--- src/hw/jtc_params.svh ---
// Register map, control field positions and coding constants
// for the in-frame response transmit control block.
// Assumes an 8-bit register address and an external symbol layer.
`ifndef JTC_PARAMS_SVH
`define JTC_PARAMS_SVH

// --------------------------------------------------------------
// Register offsets
// --------------------------------------------------------------
`define JTC_ADDR_SVEC 8'h3d
`define JTC_ADDR_CTRL 8'h3e
`define JTC_ADDR_DATA 8'h3f

// --------------------------------------------------------------
// Fields of transmit_control
// --------------------------------------------------------------
`define JTC_B_QUAD 7
`define JTC_B_NORM 6
`define JTC_B_EODR 3
`define JTC_B_SIFR 2
`define JTC_B_MIFR1 1
`define JTC_B_MIFR0 0
`define JTC_CTRL_RST 8'h00
`define JTC_CTRL_MASK 8'hcf

// --------------------------------------------------------------
// State vector codes
// --------------------------------------------------------------
`define JTC_SV_NONE 8'h00
`define JTC_SV_EMPTY 8'h10
`define JTC_SV_ARB 8'h14
`define JTC_SV_SYM 8'h1c

// --------------------------------------------------------------
// Frame check and bit positions
// --------------------------------------------------------------
`define JTC_CRC_POLY 8'h1d
`define JTC_CRC_INIT 8'hff
`define JTC_BIT_LAST 3'h7
`define JTC_BIT_LATE 3'h6
`define JTC_ONES_LAST 1'h1

`endif

--- src/hw/jtc_pkg.sv ---
// Types shared by the in-frame response transmit control block.
// Assumes the constants header is included where numbers are needed.
package jtc_pkg;

    // ----------------------------------------------------------
    // Link carriers
    // ----------------------------------------------------------
    typedef struct packed {
        logic sym_tick;  // One pulse at the end of each bit time
        logic rx_bit;    // Resolved bus bit of the ending bit time
        logic eod_seen;  // Valid end-of-data symbol observed
        logic crc_err;   // Frame before that symbol had a bad check
        logic eof_seen;  // End of frame observed
        logic bus_error; // Symbol or framing error on the bus
    } jtc_link_in_t;

    typedef struct packed {
        logic en;        // Drive a data bit this bit time
        logic bit_val;   // Logic value of the driven bit
        logic eod;       // Hold passive for an end-of-data symbol
    } jtc_link_out_t;

    // ----------------------------------------------------------
    // Modes and sequencer states
    // ----------------------------------------------------------
    typedef enum logic [1:0] {
        M_NONE, M_SINGLE, M_CRC, M_PLAIN
    } jtc_mode_t;

    typedef enum logic [2:0] {
        S_IDLE, S_NB, S_DATA, S_CRC, S_ONES, S_EOD, S_RETRY
    } jtc_state_t;

endpackage

--- src/hw/jtc_tx_ctrl.sv ---
// In-frame response transmit control of a byte-level link
// controller: control register, data shadow and response sequencer.
// Assumes a symbol layer that times bits and reports bus symbols.
`timescale 1ns/1ps

module jtc_tx_ctrl
    import jtc_pkg::*;
(
    input wire logic clk,              // System clock
    input wire logic srst,             // Synchronous reset, high
    input wire logic [7:0] addr,       // Register address
    input wire logic [7:0] wdata,      // Register write data
    input wire logic wr,               // Write strobe
    input wire logic rd,               // Read strobe
    output logic [7:0] rdata,          // Read data, cycle after rd
    input wire jtc_link_in_t lnk,      // Symbol layer events
    output jtc_link_out_t tx,          // Transmit request to bus
    output logic quad_rate,            // Quad rate receive selected
    output logic tx_empty,             // Transmit data empty
    output logic lost_arb,             // Arbitration lost flag
    output logic underrun              // Transmitter underrun flag
);
`include "jtc_params.svh"

    // ----------------------------------------------------------
    // Declarations and functions
    // ----------------------------------------------------------
    logic [7:0] ctrl_q, shadow_q, shift_q, crc_q, rdata_q, crc_nx;
    logic [2:0] bit_q;
    logic shadow_full_q, after_eod_q, empty_q, lost_q, unr_q;
    jtc_link_out_t tx_q;
    jtc_state_t state_q;
    jtc_mode_t mode_q, req_mode;
    logic tick, lose, late, byte_end, multi, start;
    logic ev_ok_single, ev_lost_multi, ev_unr, ev_eod_back;
    logic clr_req, clr_eodr, empty_set, wr_ctrl, wr_data, rd_sv;

    // Priority resolve of the three response request bits
    function automatic jtc_mode_t resolve(input logic [2:0] r);
        return r[2] ? M_SINGLE : r[1] ? M_CRC : r[0] ? M_PLAIN : M_NONE;
    endfunction

    // One serial step of the frame check
    function automatic logic [7:0] crc_step(input logic [7:0] c,
                                            input logic b);
        logic fb;
        fb = c[7] ^ b;
        return {c[6:0], 1'b0} ^ (fb ? `JTC_CRC_POLY : 8'h00);
    endfunction

    // ----------------------------------------------------------
    // Event decode
    // ----------------------------------------------------------
    // Reads of the control register keep the raw pattern; only the
    // sequencer sees the resolved mode.
    assign req_mode = resolve(ctrl_q[`JTC_B_SIFR:`JTC_B_MIFR0]);
    assign wr_ctrl = wr && (addr == `JTC_ADDR_CTRL);
    assign wr_data = wr && (addr == `JTC_ADDR_DATA);
    assign rd_sv = rd && (addr == `JTC_ADDR_SVEC);
    assign tick = lnk.sym_tick;
    assign multi = (mode_q == M_CRC) || (mode_q == M_PLAIN);
    assign lose = (state_q == S_DATA) && tick
                  && (lnk.rx_bit != tx_q.bit_val);
    assign late = (bit_q >= `JTC_BIT_LATE);
    assign byte_end = (state_q == S_DATA) && tick && !lose
                      && (bit_q == `JTC_BIT_LAST);
    assign crc_nx = crc_step(crc_q, tx_q.bit_val);
    // Quad rate blocks every response start
    assign start = (state_q == S_IDLE) && lnk.eod_seen
                   && !lnk.crc_err && (req_mode != M_NONE)
                   && !ctrl_q[`JTC_B_QUAD];
    assign ev_ok_single = byte_end && (mode_q == M_SINGLE);
    assign ev_lost_multi = lose && multi;
    assign ev_unr = byte_end && multi && !shadow_full_q
                    && !ctrl_q[`JTC_B_EODR];
    assign ev_eod_back = (state_q == S_EOD) && lnk.eod_seen;
    assign clr_req = lnk.bus_error || ev_ok_single
                     || ev_lost_multi || ev_unr
                     || ev_eod_back;
    assign clr_eodr = lnk.bus_error || ev_eod_back;
    // First bit of a byte from the shadow has gone out
    assign empty_set = (state_q == S_DATA) && tick && multi
                       && (bit_q == 3'h0) && !lose;

    // ----------------------------------------------------------
    // Control register and end-of-data window
    // ----------------------------------------------------------
    // Marks the span between an end-of-data symbol and frame end
    always_ff @(posedge clk) begin
        if (srst)
            after_eod_q <= 1'b0;
        else if (lnk.eod_seen)
            after_eod_q <= 1'b1;
        else if (lnk.eof_seen)
            after_eod_q <= 1'b0;
    end

    // Hardware clears are applied after the write so that a
    // finished response never leaves a stale request behind.
    always_ff @(posedge clk) begin
        if (srst) begin
            ctrl_q <= `JTC_CTRL_RST;
        end else begin
            if (wr_ctrl) begin
                ctrl_q <= wdata & `JTC_CTRL_MASK;
                // Too late to join this response
                if (after_eod_q && state_q == S_IDLE)
                    ctrl_q[`JTC_B_SIFR:`JTC_B_MIFR0] <= 3'h0;
                if (wdata[`JTC_B_EODR])
                    ctrl_q[`JTC_B_SIFR] <= 1'b0;
            end
            if (clr_req)
                ctrl_q[`JTC_B_SIFR:`JTC_B_MIFR0] <= 3'h0;
            if (clr_eodr)
                ctrl_q[`JTC_B_EODR] <= 1'b0;
        end
    end

    // ----------------------------------------------------------
    // Data shadow and status flags
    // ----------------------------------------------------------
    // Single mode leaves the shadow full so a retry can reuse it
    always_ff @(posedge clk) begin
        if (srst) begin
            shadow_q <= 8'h00;
            shadow_full_q <= 1'b0;
        end else if (wr_data) begin
            shadow_q <= wdata;
            shadow_full_q <= 1'b1;
        end else if (multi && (byte_end || (state_q == S_NB && tick)))
            shadow_full_q <= 1'b0;
    end

    // Hardware set wins over any clear in the same cycle
    always_ff @(posedge clk) begin
        if (srst) begin
            empty_q <= 1'b0;
            lost_q <= 1'b0;
            unr_q <= 1'b0;
        end else begin
            if (empty_set)
                empty_q <= 1'b1;
            else if (wr_data || lnk.bus_error
                     || (wr_ctrl && wdata[`JTC_B_EODR]))
                empty_q <= 1'b0;
            if (ev_lost_multi)
                lost_q <= 1'b1;
            else if (rd_sv)
                lost_q <= 1'b0;
            if (ev_unr)
                unr_q <= 1'b1;
            else if (rd_sv)
                unr_q <= 1'b0;
        end
    end

    // ----------------------------------------------------------
    // Response sequencer
    // ----------------------------------------------------------
    always_ff @(posedge clk) begin
        if (srst) begin
            state_q <= S_IDLE;
            mode_q <= M_NONE;
            shift_q <= 8'h00;
            bit_q <= 3'h0;
            crc_q <= `JTC_CRC_INIT;
            tx_q <= '0;
        end else if (lnk.bus_error) begin
            state_q <= S_IDLE;
            mode_q <= M_NONE;
            tx_q <= '0;
        end else begin
            case (state_q)
                S_IDLE: begin
                    tx_q <= '0;
                    if (start) begin
                        state_q <= S_NB;
                        mode_q <= req_mode;
                        tx_q.en <= 1'b1;
                        // Format select flips the sense per kind
                        tx_q.bit_val <= ctrl_q[`JTC_B_NORM]
                                        ^ (req_mode == M_CRC);
                    end
                end
                S_NB: begin
                    if (tick) begin
                        state_q <= S_DATA;
                        shift_q <= {shadow_q[6:0], 1'b0};
                        tx_q.bit_val <= shadow_q[7];
                        bit_q <= 3'h0;
                        crc_q <= `JTC_CRC_INIT;
                    end
                end
                S_DATA: begin
                    if (lose && mode_q == M_SINGLE) begin
                        // Shifting byte is queued, so no ones
                        state_q <= S_RETRY;
                        tx_q.en <= 1'b0;
                        bit_q <= bit_q + 3'h1;
                    end else if (lose) begin
                        mode_q <= M_NONE;
                        bit_q <= 3'h0;
                        state_q <= late ? S_ONES : S_IDLE;
                        tx_q.en <= late;
                        tx_q.bit_val <= 1'b1;
                    end else if (tick) begin
                        crc_q <= crc_nx;
                        bit_q <= bit_q + 3'h1;
                        shift_q <= {shift_q[6:0], 1'b0};
                        tx_q.bit_val <= shift_q[7];
                        if (byte_end) begin
                            bit_q <= 3'h0;
                            if (mode_q == M_SINGLE) begin
                                state_q <= S_IDLE;
                                tx_q <= '0;
                            end else if (shadow_full_q) begin
                                // Shadow byte goes before the check
                                shift_q <= {shadow_q[6:0], 1'b0};
                                tx_q.bit_val <= shadow_q[7];
                            end else if (ctrl_q[`JTC_B_EODR]
                                         && mode_q == M_CRC) begin
                                state_q <= S_CRC;
                                shift_q <= {~crc_nx[6:0], 1'b0};
                                tx_q.bit_val <= ~crc_nx[7];
                            end else if (ctrl_q[`JTC_B_EODR]) begin
                                state_q <= S_EOD;
                                tx_q.en <= 1'b0;
                                tx_q.eod <= 1'b1;
                            end else begin
                                // Underrun forces a byte fault
                                state_q <= S_ONES;
                                tx_q.bit_val <= 1'b1;
                            end
                        end
                    end
                end
                S_CRC: begin
                    if (tick) begin
                        bit_q <= bit_q + 3'h1;
                        shift_q <= {shift_q[6:0], 1'b0};
                        tx_q.bit_val <= shift_q[7];
                        if (bit_q == `JTC_BIT_LAST) begin
                            state_q <= S_EOD;
                            tx_q.en <= 1'b0;
                            tx_q.eod <= 1'b1;
                        end
                    end
                end
                S_ONES: begin
                    if (tick) begin
                        bit_q <= bit_q + 3'h1;
                        if (bit_q[0] == `JTC_ONES_LAST) begin
                            state_q <= S_IDLE;
                            mode_q <= M_NONE;
                            tx_q <= '0;
                        end
                    end
                end
                S_EOD: begin
                    if (lnk.eod_seen) begin
                        state_q <= S_IDLE;
                        mode_q <= M_NONE;
                        tx_q <= '0;
                    end
                end
                S_RETRY: begin
                    // Give up once the request has been withdrawn
                    if (req_mode != M_SINGLE) begin
                        state_q <= S_IDLE;
                        mode_q <= M_NONE;
                    end else if (tick) begin
                        bit_q <= bit_q + 3'h1;
                        if (bit_q == `JTC_BIT_LAST) begin
                            // Retry carries no normalization bit
                            state_q <= S_DATA;
                            bit_q <= 3'h0;
                            crc_q <= `JTC_CRC_INIT;
                            shift_q <= {shadow_q[6:0], 1'b0};
                            tx_q.en <= 1'b1;
                            tx_q.bit_val <= shadow_q[7];
                        end
                    end
                end
                default: begin
                    state_q <= S_IDLE;
                    tx_q <= '0;
                end
            endcase
        end
    end

    // ----------------------------------------------------------
    // Register readback and outputs
    // ----------------------------------------------------------
    // Unmapped addresses and idle cycles read as zero
    always_ff @(posedge clk) begin
        if (srst || !rd)
            rdata_q <= 8'h00;
        else if (addr == `JTC_ADDR_CTRL)
            rdata_q <= ctrl_q;
        else if (addr == `JTC_ADDR_DATA)
            rdata_q <= shadow_q;
        else if (addr == `JTC_ADDR_SVEC)
            rdata_q <= unr_q ? `JTC_SV_SYM : lost_q ? `JTC_SV_ARB
                       : empty_q ? `JTC_SV_EMPTY : `JTC_SV_NONE;
        else
            rdata_q <= 8'h00;
    end

    assign rdata = rdata_q;
    assign tx = tx_q;
    assign quad_rate = ctrl_q[`JTC_B_QUAD];
    assign tx_empty = empty_q;
    assign lost_arb = lost_q;
    assign underrun = unr_q;

endmodule

--- config.mk ---
export PLATFORM = sky130hd
export DESIGN_NAME = jtc_tx_ctrl
export DESIGN_NICKNAME = d
export VERILOG_FILES = /design/src/hw/jtc_pkg.sv /design/src/hw/jtc_tx_ctrl.sv
export VERILOG_INCLUDE_DIRS = /design/src /design/src/hw
export SDC_FILE = /design/constraint.sdc
export NUM_CORES = 1
export LEC_CHECK = 0
export BUFFER_PORTS_ARGS = -buffer_cell sky130_fd_sc_hd__buf_2
export CAP_MARGIN = 20
export CORE_MARGIN = 4
export CORE_UTILIZATION = 32
export DETAILED_ROUTE_END_ITERATION = 6
export GPL_TIMING_DRIVEN = 0
export HOLD_SLACK_MARGIN = 0.06
export PLACE_DENSITY = 0.6
export SYNTH_ARGS = -nofsm -noshare
export SYNTH_HDL_FRONTEND = slang
export SYNTH_SLANG_ARGS = --single-unit
--- constraint.sdc ---
create_clock -name clk -period 4 [get_ports clk]
set_clock_uncertainty 0.1 [all_clocks]
set_input_delay 0.2 -clock clk [delete_from_list [all_inputs] [get_ports clk]]
set_output_delay 0.2 -clock clk [all_outputs]
set_load 0.05 [all_outputs]
# Word level (Yosys, flattened, before mapping)
# Index checks and enable logic that the tools add are counted.
# totals
n_memories	0
mem_bits_rw	0
register_bits	54
mem_bits_ro	0
latch_bits	0
inputBits	26
wordCells	248
# classes
magnitude_cmp	1
mul	0
n_bitwise	8
n_eq_ne	44
shifts	0
muxes	107
n_addsub	1
n_reduce_logical	68
div_mod_pow	0
# op_table
cell	count
8-bit two-way mux	21
3-bit two-way mux	32
2-bit two-way mux	16
2-bit inequality test, second input constant	16
8-bit case mux with 4 select lines	1
1-bit logical AND	26
1-bit two-way mux	25
5-bit two-way mux	5
8-bit by 6-bit == test with 1-bit output, second input constant	3
8-bit case mux with 3 select lines	1
3-bit case mux with 7 select lines	1
10-bit AND reduction	2
1-bit case mux with 7 select lines	2
14-bit AND reduction	1
13-bit AND reduction	1
3-bit == test, second input constant	4
3-bit inequality test, second input constant	4
3-bit case mux with 4 select lines	1
12-bit AND reduction	1
2-bit nonzero test	6
2-bit OR reduction	6
1-bit logical OR	10
5-bit by 3-bit inequality test with 1-bit output, second input constant	2
2-bit case mux with 5 select lines	1
24 further kinds	41

# Depth between registers and ports, before layout
# Gate-level depths: netlist of the first run.
# depth
ltp_word	12
ltp_mapped	8

# Least setup slack after synthesis of the first run
# No wires, ideal clock.
# synth_path
path_kind	register to register
from	register tx_q (netlist bit tx[1])
to	register state_q[2]
slack_ps	1894
path_buffers	1
path_stages_with_launch	7
setup_time_ps	122
synth_period_minus_slack_ps	2106
arrival_time_ps	1883
path_cell_list	dfxtp_1 xnor2_1 buf_2 o2111ai_1 a221oi_1 nand2_1 mux2i_1
# synth_between
elab_chain_cells	7
# synth_lines
item	line	rtl
start: declaration	jtc_tx_ctrl.sv:31	jtc_link_out_t tx_q;
1-bit inequality test *	jtc_tx_ctrl.sv:63	&& (lnk.rx_bit != tx_q.bit_val);
1-bit logical AND *	jtc_tx_ctrl.sv:63	
1-bit logical NOT	jtc_tx_ctrl.sv:65	assign byte_end = (state_q == S_DATA) && tick && !lose
1-bit logical AND (2 in series)	jtc_tx_ctrl.sv:65	
4-bit by 3-bit inequality test with 1-bit output (no source line)	-	
12-bit AND reduction (no source line)	-	
end signal: assignment	jtc_tx_ctrl.sv:203	state_q <= late ? S_ONES : S_IDLE;
end: declaration	jtc_tx_ctrl.sv:32	jtc_state_t state_q;
# Every way passes the cells marked *; elsewhere a longest branch is shown, timed or not.
# A chain may end at the register's enable or synchronous reset.

# Final worst setup path of the first run
# layout_path
from	register bit_q[0]
to	register shift_q[5]
# layout_between
elab_chain_cells	7
# layout_lines
item	line	rtl
start: declaration	jtc_tx_ctrl.sv:29	logic [2:0] bit_q;
start signal: assignment	jtc_tx_ctrl.sv:199	bit_q <= bit_q + 3'h1;
start signal: assignment	jtc_tx_ctrl.sv:208	bit_q <= bit_q + 3'h1;
start signal: assignment	jtc_tx_ctrl.sv:239	bit_q <= bit_q + 3'h1;
3-bit == test (no source line) *	-	
1-bit logical AND	jtc_tx_ctrl.sv:65	
8-bit two-way mux	jtc_tx_ctrl.sv:211	if (byte_end) begin
8-bit two-way mux	jtc_tx_ctrl.sv:206	end else if (tick) begin
8-bit two-way mux	jtc_tx_ctrl.sv:200	end else if (lose) begin
8-bit two-way mux	jtc_tx_ctrl.sv:195	if (lose && mode_q == M_SINGLE) begin
8-bit case mux with 4 select lines	jtc_tx_ctrl.sv:173	case (state_q)
end signal: assignment	jtc_tx_ctrl.sv:188	shift_q <= {shadow_q[6:0], 1'b0};
end signal: assignment	jtc_tx_ctrl.sv:209	shift_q <= {shift_q[6:0], 1'b0};
end signal: assignment	jtc_tx_ctrl.sv:218	shift_q <= {shadow_q[6:0], 1'b0};
end: declaration	jtc_tx_ctrl.sv:28	logic [7:0] ctrl_q, shadow_q, shift_q, crc_q, rdata_q, crc_nx;
# Every way passes the cells marked *; elsewhere a longest branch is shown, timed or not. The select of a mux whose other input is x is not followed.

==> results.yml, run 1 <==
routing:
  drc_errors: 0
  drt-wirelength-per-cell_um: 16.7
  num_vias: 3103
  viasPerCell: 5.46
  drt_first_pass_iters: 4
  ant_nets: 0
  drt_iter0_drc: 211
  totalWireLength_mm: 9.48
logic_synthesis:
  avgSynthCellArea_um2: 8.00
  yosys_warnings: 0
  syn_inst: 384
  yosys_most_used_dff: "dfxtp_1"
  synth_edf_count: 0
  synth.distinct_cells: 65
  async_reset_ff_share_pct: 0
  seq_area_frac_synth_pct: 34.5
  syn_nets: 414
  synth_seq_cells: 53
  synth_area_mm2: 0.00307
timing:
  fmax_mhz: 400
  worst_slew_pin_slew_ns: 0.659
  setup_violations: 0
  post-route-min-period_ns: 2.50
  rsz0062_at_grt: "no"
  fin_crit_sh_pct: 62.5
  worst_slew_margin_rel_pct: 55.4
  final_hold_viol_count: 0
  fin_setup_tns_ns: 0
  slew_violations: 0
cells_and_area:
  most-common-layout-cells: "53 x dfxtp_1, 51 x buf_2, 43 x nand2_1"
  drive_gt1_share_pct: 16.4
  area_growth_pct: 17.9
  nets: 469
  mostFrequentLayoutCell: "dfxtp_1"
  n_antenna_cell: 0
power_and_ir_drop:
  vdd.ir_drop.worst_uv: 197
  powerDensity_mw_per_mm2: 266
  p_total_mw: 0.962
  p_leak_nw: 1.35
run_status:
  status: "complete, no violations"
worst_setup_path:
  crit_type: "reg -> reg"
  crit_required_ns: 4.15
  worstPathMaxFanout: 10
  worstPathArrival_ns: 2.65
  start_kind: "flip-flop"
  endpoint_kind: "flip-flop"
grt:
  antenna_found_initial: 0
  grt_usage_pct: 17.3
  grt_max_degree: 17
  grt_pass1_wl_mm: 15.6
  gr-total-overflow: 0
  grt_pass1_vias: 2982
clock_network:
  htreeDepth: 2
  cts_root_buffer: "clkbuf_8"
  cts.path.max_buffers: 2
  clock-sinks: 53
  clk_pin_slew_ns: 0.10
  cts_tree: "yes"
  cts_made_buffers: 5
  worstSkewPairLatency_ns: 0.31
  cts_setup_buffers: 0
place:
  port_buffers: 40
  place_congestion: 0.922
  dp_hpwl_mm: 7.31
die:
  die_y_um: 106
  io_pins: 41
  die_w_um: 106
  initial_core_util_pct: 33.1
  die_area_mm2: 0.0112
  core_mm2: 0.00928
  num_rows: 35
job:
  maxCapViolCount: 0
min_path:
  min_path_type: "in -> reg"
==> layout make-up <==
type | instances | area, µm²
Buffer | 24 | 111
Clock buffer | 5 | 68.8
Clock inverter | 2 | 38.8
Fill cell | 1023 | 5660
Inverter | 10 | 37.5
Multi-Input combinational cell | 297 | 1860
Sequential cell | 53 | 1060
Tap cell | 129 | 161
Timing Repair Buffer | 48 | 280
==> path summary, 6_finish.rpt <==
path / endpoint / slack, ns / from / depth (start not counted)
min: after_eod_q / 0.10 / lnk[1] / 4
min reg2reg: tx[2] / 0.37 / tx[2] / 2
max reg2reg: shift_q[5] / 1.50 / bit_q[0] / 7
max: shift_q[5] / 1.50 / bit_q[0] / 7
==> synthesized netlist by cell type (all sizes together), types with 3 or more instances <==
cell type	instances	share of area, %
xnor2	4	1.4
nand3	9	1.5
nand2b	6	1.2
or3b	3	0.86
xor2	3	0.86
nor3	17	2.8
dfxtp	53	35
o2111ai	3	0.86
a22oi	4	0.98
clkbuf	11	1.3
a21oi	25	4.2
a31oi	10	2.0
o221ai	3	0.86
nor2	37	4.5
inv	9	1.1
a21o	3	0.73
o21ai	20	3.3
nand4	7	1.4
a41oi	3	0.86
a221oi	4	1.1
nor2b	11	2.2
nand2	44	5.5
nor3b	4	1.3
or2	3	0.61
o211ai	7	1.7
nor4	3	0.61
buf	13	2.3
mux2i	20	6.5
a21boi	6	1.6
ha	4	1.6
==> per-stage QoR <==
stage	hold WS, ns	setup slack, ns	utilization, %	area (µm²)	instances
5_1_grt	0.129	1.36	39.0	3620	568
4_1_cts	0.0992	1.56	39.0	3620	568
6_report	0.105	1.50	39.0	3620	568
3_5_place_dp	0.355	1.60	37.0	3430	553
3_3_place_gp	0.340	1.61	37.0	3430	553
2_1_floorplan	0.217	1.89	-	3070	384
==> registers in the layout (all words and copies together) (netlist names), 3 cells and up <==
signal / count
tx: 3
crc_q: 8
state_q: 3
rdata: 8
bit_q: 3
shadow_q: 8
ctrl_q: 6
shift_q: 7
==> cell families after synthesis <==
group,Yosys count,share of synthesized area (%)
AOI/OAI and AO/OA,108,23.7
xor gates and xnor gates,7,2.24
adders and majority gates,4,1.63
buffers and inverters,34,4.85
DFF,53,34.5
muxes,21,6.88
and+or+nand+nor,157,26.1
==> routing by layer <==
layer | wire (µm) | global-route usage, % | vias to the layer above | share of wire [%]
li1 | - | - | 1527 | -
met1 | 4450 | 23.7 | 1464 | 47
met2 | 4340 | 28.0 | 98 | 46
met3 | 496 | 2.49 | 14 | 5.2
met4 | 188 | 5.37 | 0 | 2.0
met5 | 0 | 0 | - | 0
==> timing repair <==
| item | CTS | global route |
|---|---|---|
| hold endpoints to repair | 12 | 0 |
| endpoints found under the setup margin | 0 | 0 |
| resized for setup | 0 | 0 |
| hold buffers | 8 | 0 |
==> worst max-delay path: stages, from the launching register on <==
cell and delay [ns]:
dfxtp_1 0.45, ha_1 0.19, ha_1 0.15, clkbuf_1 0.38, nand3_1 0.23, nor2_1 0.40, mux2_2 0.38, a31oi_1 0.15
==> power by group <==
part | switching (mW) | internal, mW | leakage (nW)
clock | 0.190 | 0.186 | 0.0546
sequential | 0.000514 | 0.528 | 0.427
combinational | 0.0357 | 0.0224 | 0.866
(Power assumes the default switching activity.)
==> inputs of run 2 (changes only) <==
--- a/config.mk
+++ b/config.mk
@@ -6,6 +6,7 @@
 export SDC_FILE = /design/constraint.sdc
 export NUM_CORES = 1
 export LEC_CHECK = 0
+export ABC_AREA = 1
 export BUFFER_PORTS_ARGS = -buffer_cell sky130_fd_sc_hd__buf_2
 export CAP_MARGIN = 20
 export CORE_MARGIN = 4
@@ -13,7 +14,7 @@
 export DETAILED_ROUTE_END_ITERATION = 6
 export GPL_TIMING_DRIVEN = 0
 export HOLD_SLACK_MARGIN = 0.06
-export PLACE_DENSITY = 0.6
+export PLACE_DENSITY = 0.62
 export SYNTH_ARGS = -nofsm -noshare
 export SYNTH_HDL_FRONTEND = slang
 export SYNTH_SLANG_ARGS = --single-unit
==> constraint.sdc (replaced) <==
create_clock -name clk -period 2 [get_ports clk]
set_clock_uncertainty 0.1 [all_clocks]
set_input_delay 0.1 -clock clk [delete_from_list [all_inputs] [get_ports clk]]
set_output_delay 0.1 -clock clk [all_outputs]
set_load 0.05 [all_outputs]
==> run 2 against run 1 <==
Net effect:
- clock-buffer cell count up 1
- global-route usage up 0.25 points
- wire length up 5.2%
- sequential power up 100%
- critical path depth up 4
==> results.yml, run 2 <==
place:
  port_buffers: 39
  place_congestion: 0.937
  placed_cell_area_mm2: 0.00359
  dp_hpwl_mm: 7.74
timing:
  fmax_mhz: 533
  rsz0062_at_grt: "no"
  post-route-min-period_ns: 1.88
  fin_setup_tns_ns: 0
  final_hold_viol_count: 0
  worst_slew_margin_rel_pct: 58.8
  worst_slew_pin_slew_ns: 0.619
  slew_violations: 0
  setup_violations: 0
  fin_crit_sh_pct: 93.9
cells_and_area:
  mostFrequentLayoutCell: "nand2_1"
  nFillCells: 1119
  nets: 608
  ff_latch_area_mm2: 0.00107
  most-common-layout-cells: "147 x nand2_1, 63 x inv_1, 55 x a21oi_1"
  design_area_mm2: 0.00386
  n_antenna_cell: 0
  drive_gt1_share_pct: 15.5
  area_growth_pct: 19.5
  multi_input_area_mm2: 0.00187
grt:
  antenna_found_initial: 0
  gr-total-overflow: 0
  grt_pass1_vias: 3320
  grt_usage_pct: 17.5
  grt_pass1_wl_mm: 16.4
  grt_max_degree: 17
power_and_ir_drop:
  vdd.ir_drop.worst_uv: 240
  powerDensity_mw_per_mm2: 468
  p_leak_nw: 1.67
die:
  initial_core_util_pct: 32.9
  num_rows: 36
  die_w_um: 108
  die_y_um: 108
  io_pins: 41
  die_area_mm2: 0.0118
  core_mm2: 0.00982
clock_network:
  clock-sinks: 53
  worstSkewPairLatency_ns: 0.32
  cts_made_buffers: 5
  htreeDepth: 2
  cts_root_buffer: "clkbuf_8"
  cts.path.max_buffers: 2
  clk_pin_slew_ns: 0.10
  cts_tree: "yes"
logic_synthesis:
  yosys_warnings: 0
  avgSynthCellArea_um2: 6.24
  synth_area_mm2: 0.00323
  synth.largest_area_cell: "dfxtp_1"
  syn_inst: 517
  synth.most_common_cell: "nand2_1"
  syn_nets: 547
  synthTopCellsByCount: "149 x nand2_1, 65 x inv_1, 55 x a21oi_1"
  synth_area_leaders: "dfxtp_1 33%, nand2_1 17%, a21oi_1 8.5%"
  synth.top_cell.area_share_pct: 32.9
  yosys_most_used_dff: "dfxtp_1"
  seq_area_frac_synth_pct: 32.9
  synth_seq_cells: 53
  async_reset_ff_share_pct: 0
  synth_edf_count: 0
  synth.distinct_cells: 31
  synth_top_family_by_area: "simple AND/OR/NAND/NOR gates"
  yosys.area_share.xor_xnor_pct: 0.271
  yosys.area_share.adder_pct: 1.55
  yosys.area_share.simple_pct: 38.0
  synth_compound_area_share_pct: 17.3
  synthMuxAreaShare_pct: 0
routing:
  drt_first_pass_iters: 5
  drc_errors: 0
  totalWireLength_mm: 9.97
  drt_iter0_drc: 236
  drt-wirelength-per-cell_um: 14.0
  num_vias: 3555
  ant_nets: 0
  viasPerCell: 4.99
worst_setup_path:
  cpPeakStageDelay_ns: 0.36
  crit_type: "reg -> reg"
  critPathSlowestCell: "dfxtp_2"
  crit_required_ns: 2.09
  rrSetupSlack_ns: 0.12
  worstPathMaxFanout: 10
  critical-path-top-delay-family: "simple AND/OR/NAND/NOR gates"
  r2r_start: "state_q[2]"
  endpoint_kind: "flip-flop"
  start_kind: "flip-flop"
  worstPathArrival_ns: 1.97
  crit_chain: "inv_4 -> nand2_4 -> nor2_4 -> nand2_1 -> o21ai_2 -> nor2_1 -> nand3_2 -> buf_6 -> nor2_1 -> nand2_1 -> a21oi_1"
  crit_buf_inv: 2
  crit_start: "state_q[2]"
  r2r_cells: 11
  crit_path_end: "shift_q[5]"
  crit_cells: 11
  r2r_end: "shift_q[5]"
min_path:
  min_path_type: "in -> reg"
job:
  maxCapViolCount: 0
run_status:
  status: "complete, no violations"
-- run 2: cell count changes in the layout (fill, tap and decap cells not counted), sizes merged, moves of 7 or more --
cell / delta
nand2: +113
a31oi: -10
buf: -8
a21oi: +31
nor3: -9
nand3: +25
nor2: +23
inv: +62
mux2i: -20
o21ai: +18
nor2b: -11
nand4: +7
-- run 2: worst min-delay path by stage --
stage / endpoint / slack, ns / cells past startpoint / start
3_5_place_dp: ctrl_q[7] / 0.26 / 3 / wdata[7]
6_report: rdata[5] / 0.10 / 5 / addr[2]
4_1_cts: rdata[5] / 0.09 / 5 / addr[2]
2_1_floorplan: ctrl_q[6] / 0.13 / 2 / wdata[6]
3_3_place_gp: ctrl_q[7] / 0.25 / 3 / wdata[7]
5_1_grt: rdata[5] / 0.15 / 5 / addr[2]
-- run 2: worst min-delay path, cell delays in order --
cell,delay [ns]
buf_2,0.09
nand2_1,0.06
nor3_1,0.05
nand2_1,0.10
nor3_1,0.07
-- run 2: through the flow --
step | setup slack (ns) | cells | hold WS (ns) | power, mW | util [%]
finish | 0.123 | 712 | 0.101 | 1.81 | 39.3
global placement | 0.00496 | 689 | 0.247 | 1.17 | 36.5
CTS | 0.0632 | 711 | 0.0937 | 1.82 | 38.9
global route | 0.00810 | 712 | 0.149 | 1.88 | 39.3
detailed placement | -0.00433 | 689 | 0.256 | 1.17 | 36.5
floorplan | 0.0604 | 517 | 0.135 | 1.12 | -
-- run 2: cell type report --
class                      count  share of cell area [%]
clock inverter                 2                   0.357
buffer                        10                    1.43
sequential                    53                    27.6
multi-input combinational    383                    48.4
clock buffer                   6                    1.88
tap                          133                    4.31
timing repair buffer          54                    8.89
inverter                      71                    7.10
-- run 2: cells by family (layout without fill, tap and decap cells) --
| kind of cell | count (synthesis) | in the layout |
|---|---|---|
| AOI/OAI and AO/OA | 104 | 104 |
| xor gates and xnor gates | 1 | 1 |
| adders and majority gates | 4 | 4 |
| buffers and inverters | 81 | 143 |
| DFF | 53 | 53 |
| and+or+nand+nor | 274 | 274 |
-- run 2: report_power, final --
part | switching, mW | total, mW | leakage, nW | internal [mW]
sequential | 0.00118 | 1.06 | 0.429 | 1.06
combinational | 0.0627 | 0.108 | 1.20 | 0.0456
clock | 0.390 | 0.641 | 0.0456 | 0.251
-- run 2: layer usage --
| layer | track usage, % | up-vias | wire (µm) |
|---|---|---|---|
| li1 | - | 1799 | - |
| met1 | 23.7 | 1656 | 4680 |
| met2 | 28.6 | 87 | 4620 |
| met3 | 3.04 | 13 | 501 |
| met4 | 4.96 | 0 | 168 |
| met5 | 0 | - | 0 |
-- run 2: timing repair --
action                                  4_1_cts  5_1_grt
endpoints found under the setup margin        2       18
endpoints found under the hold margin        21        0
gates resized for setup                       1       13
setup buffers                                 0        1
pin swaps                                     0        2
hold buffers                                 14        0
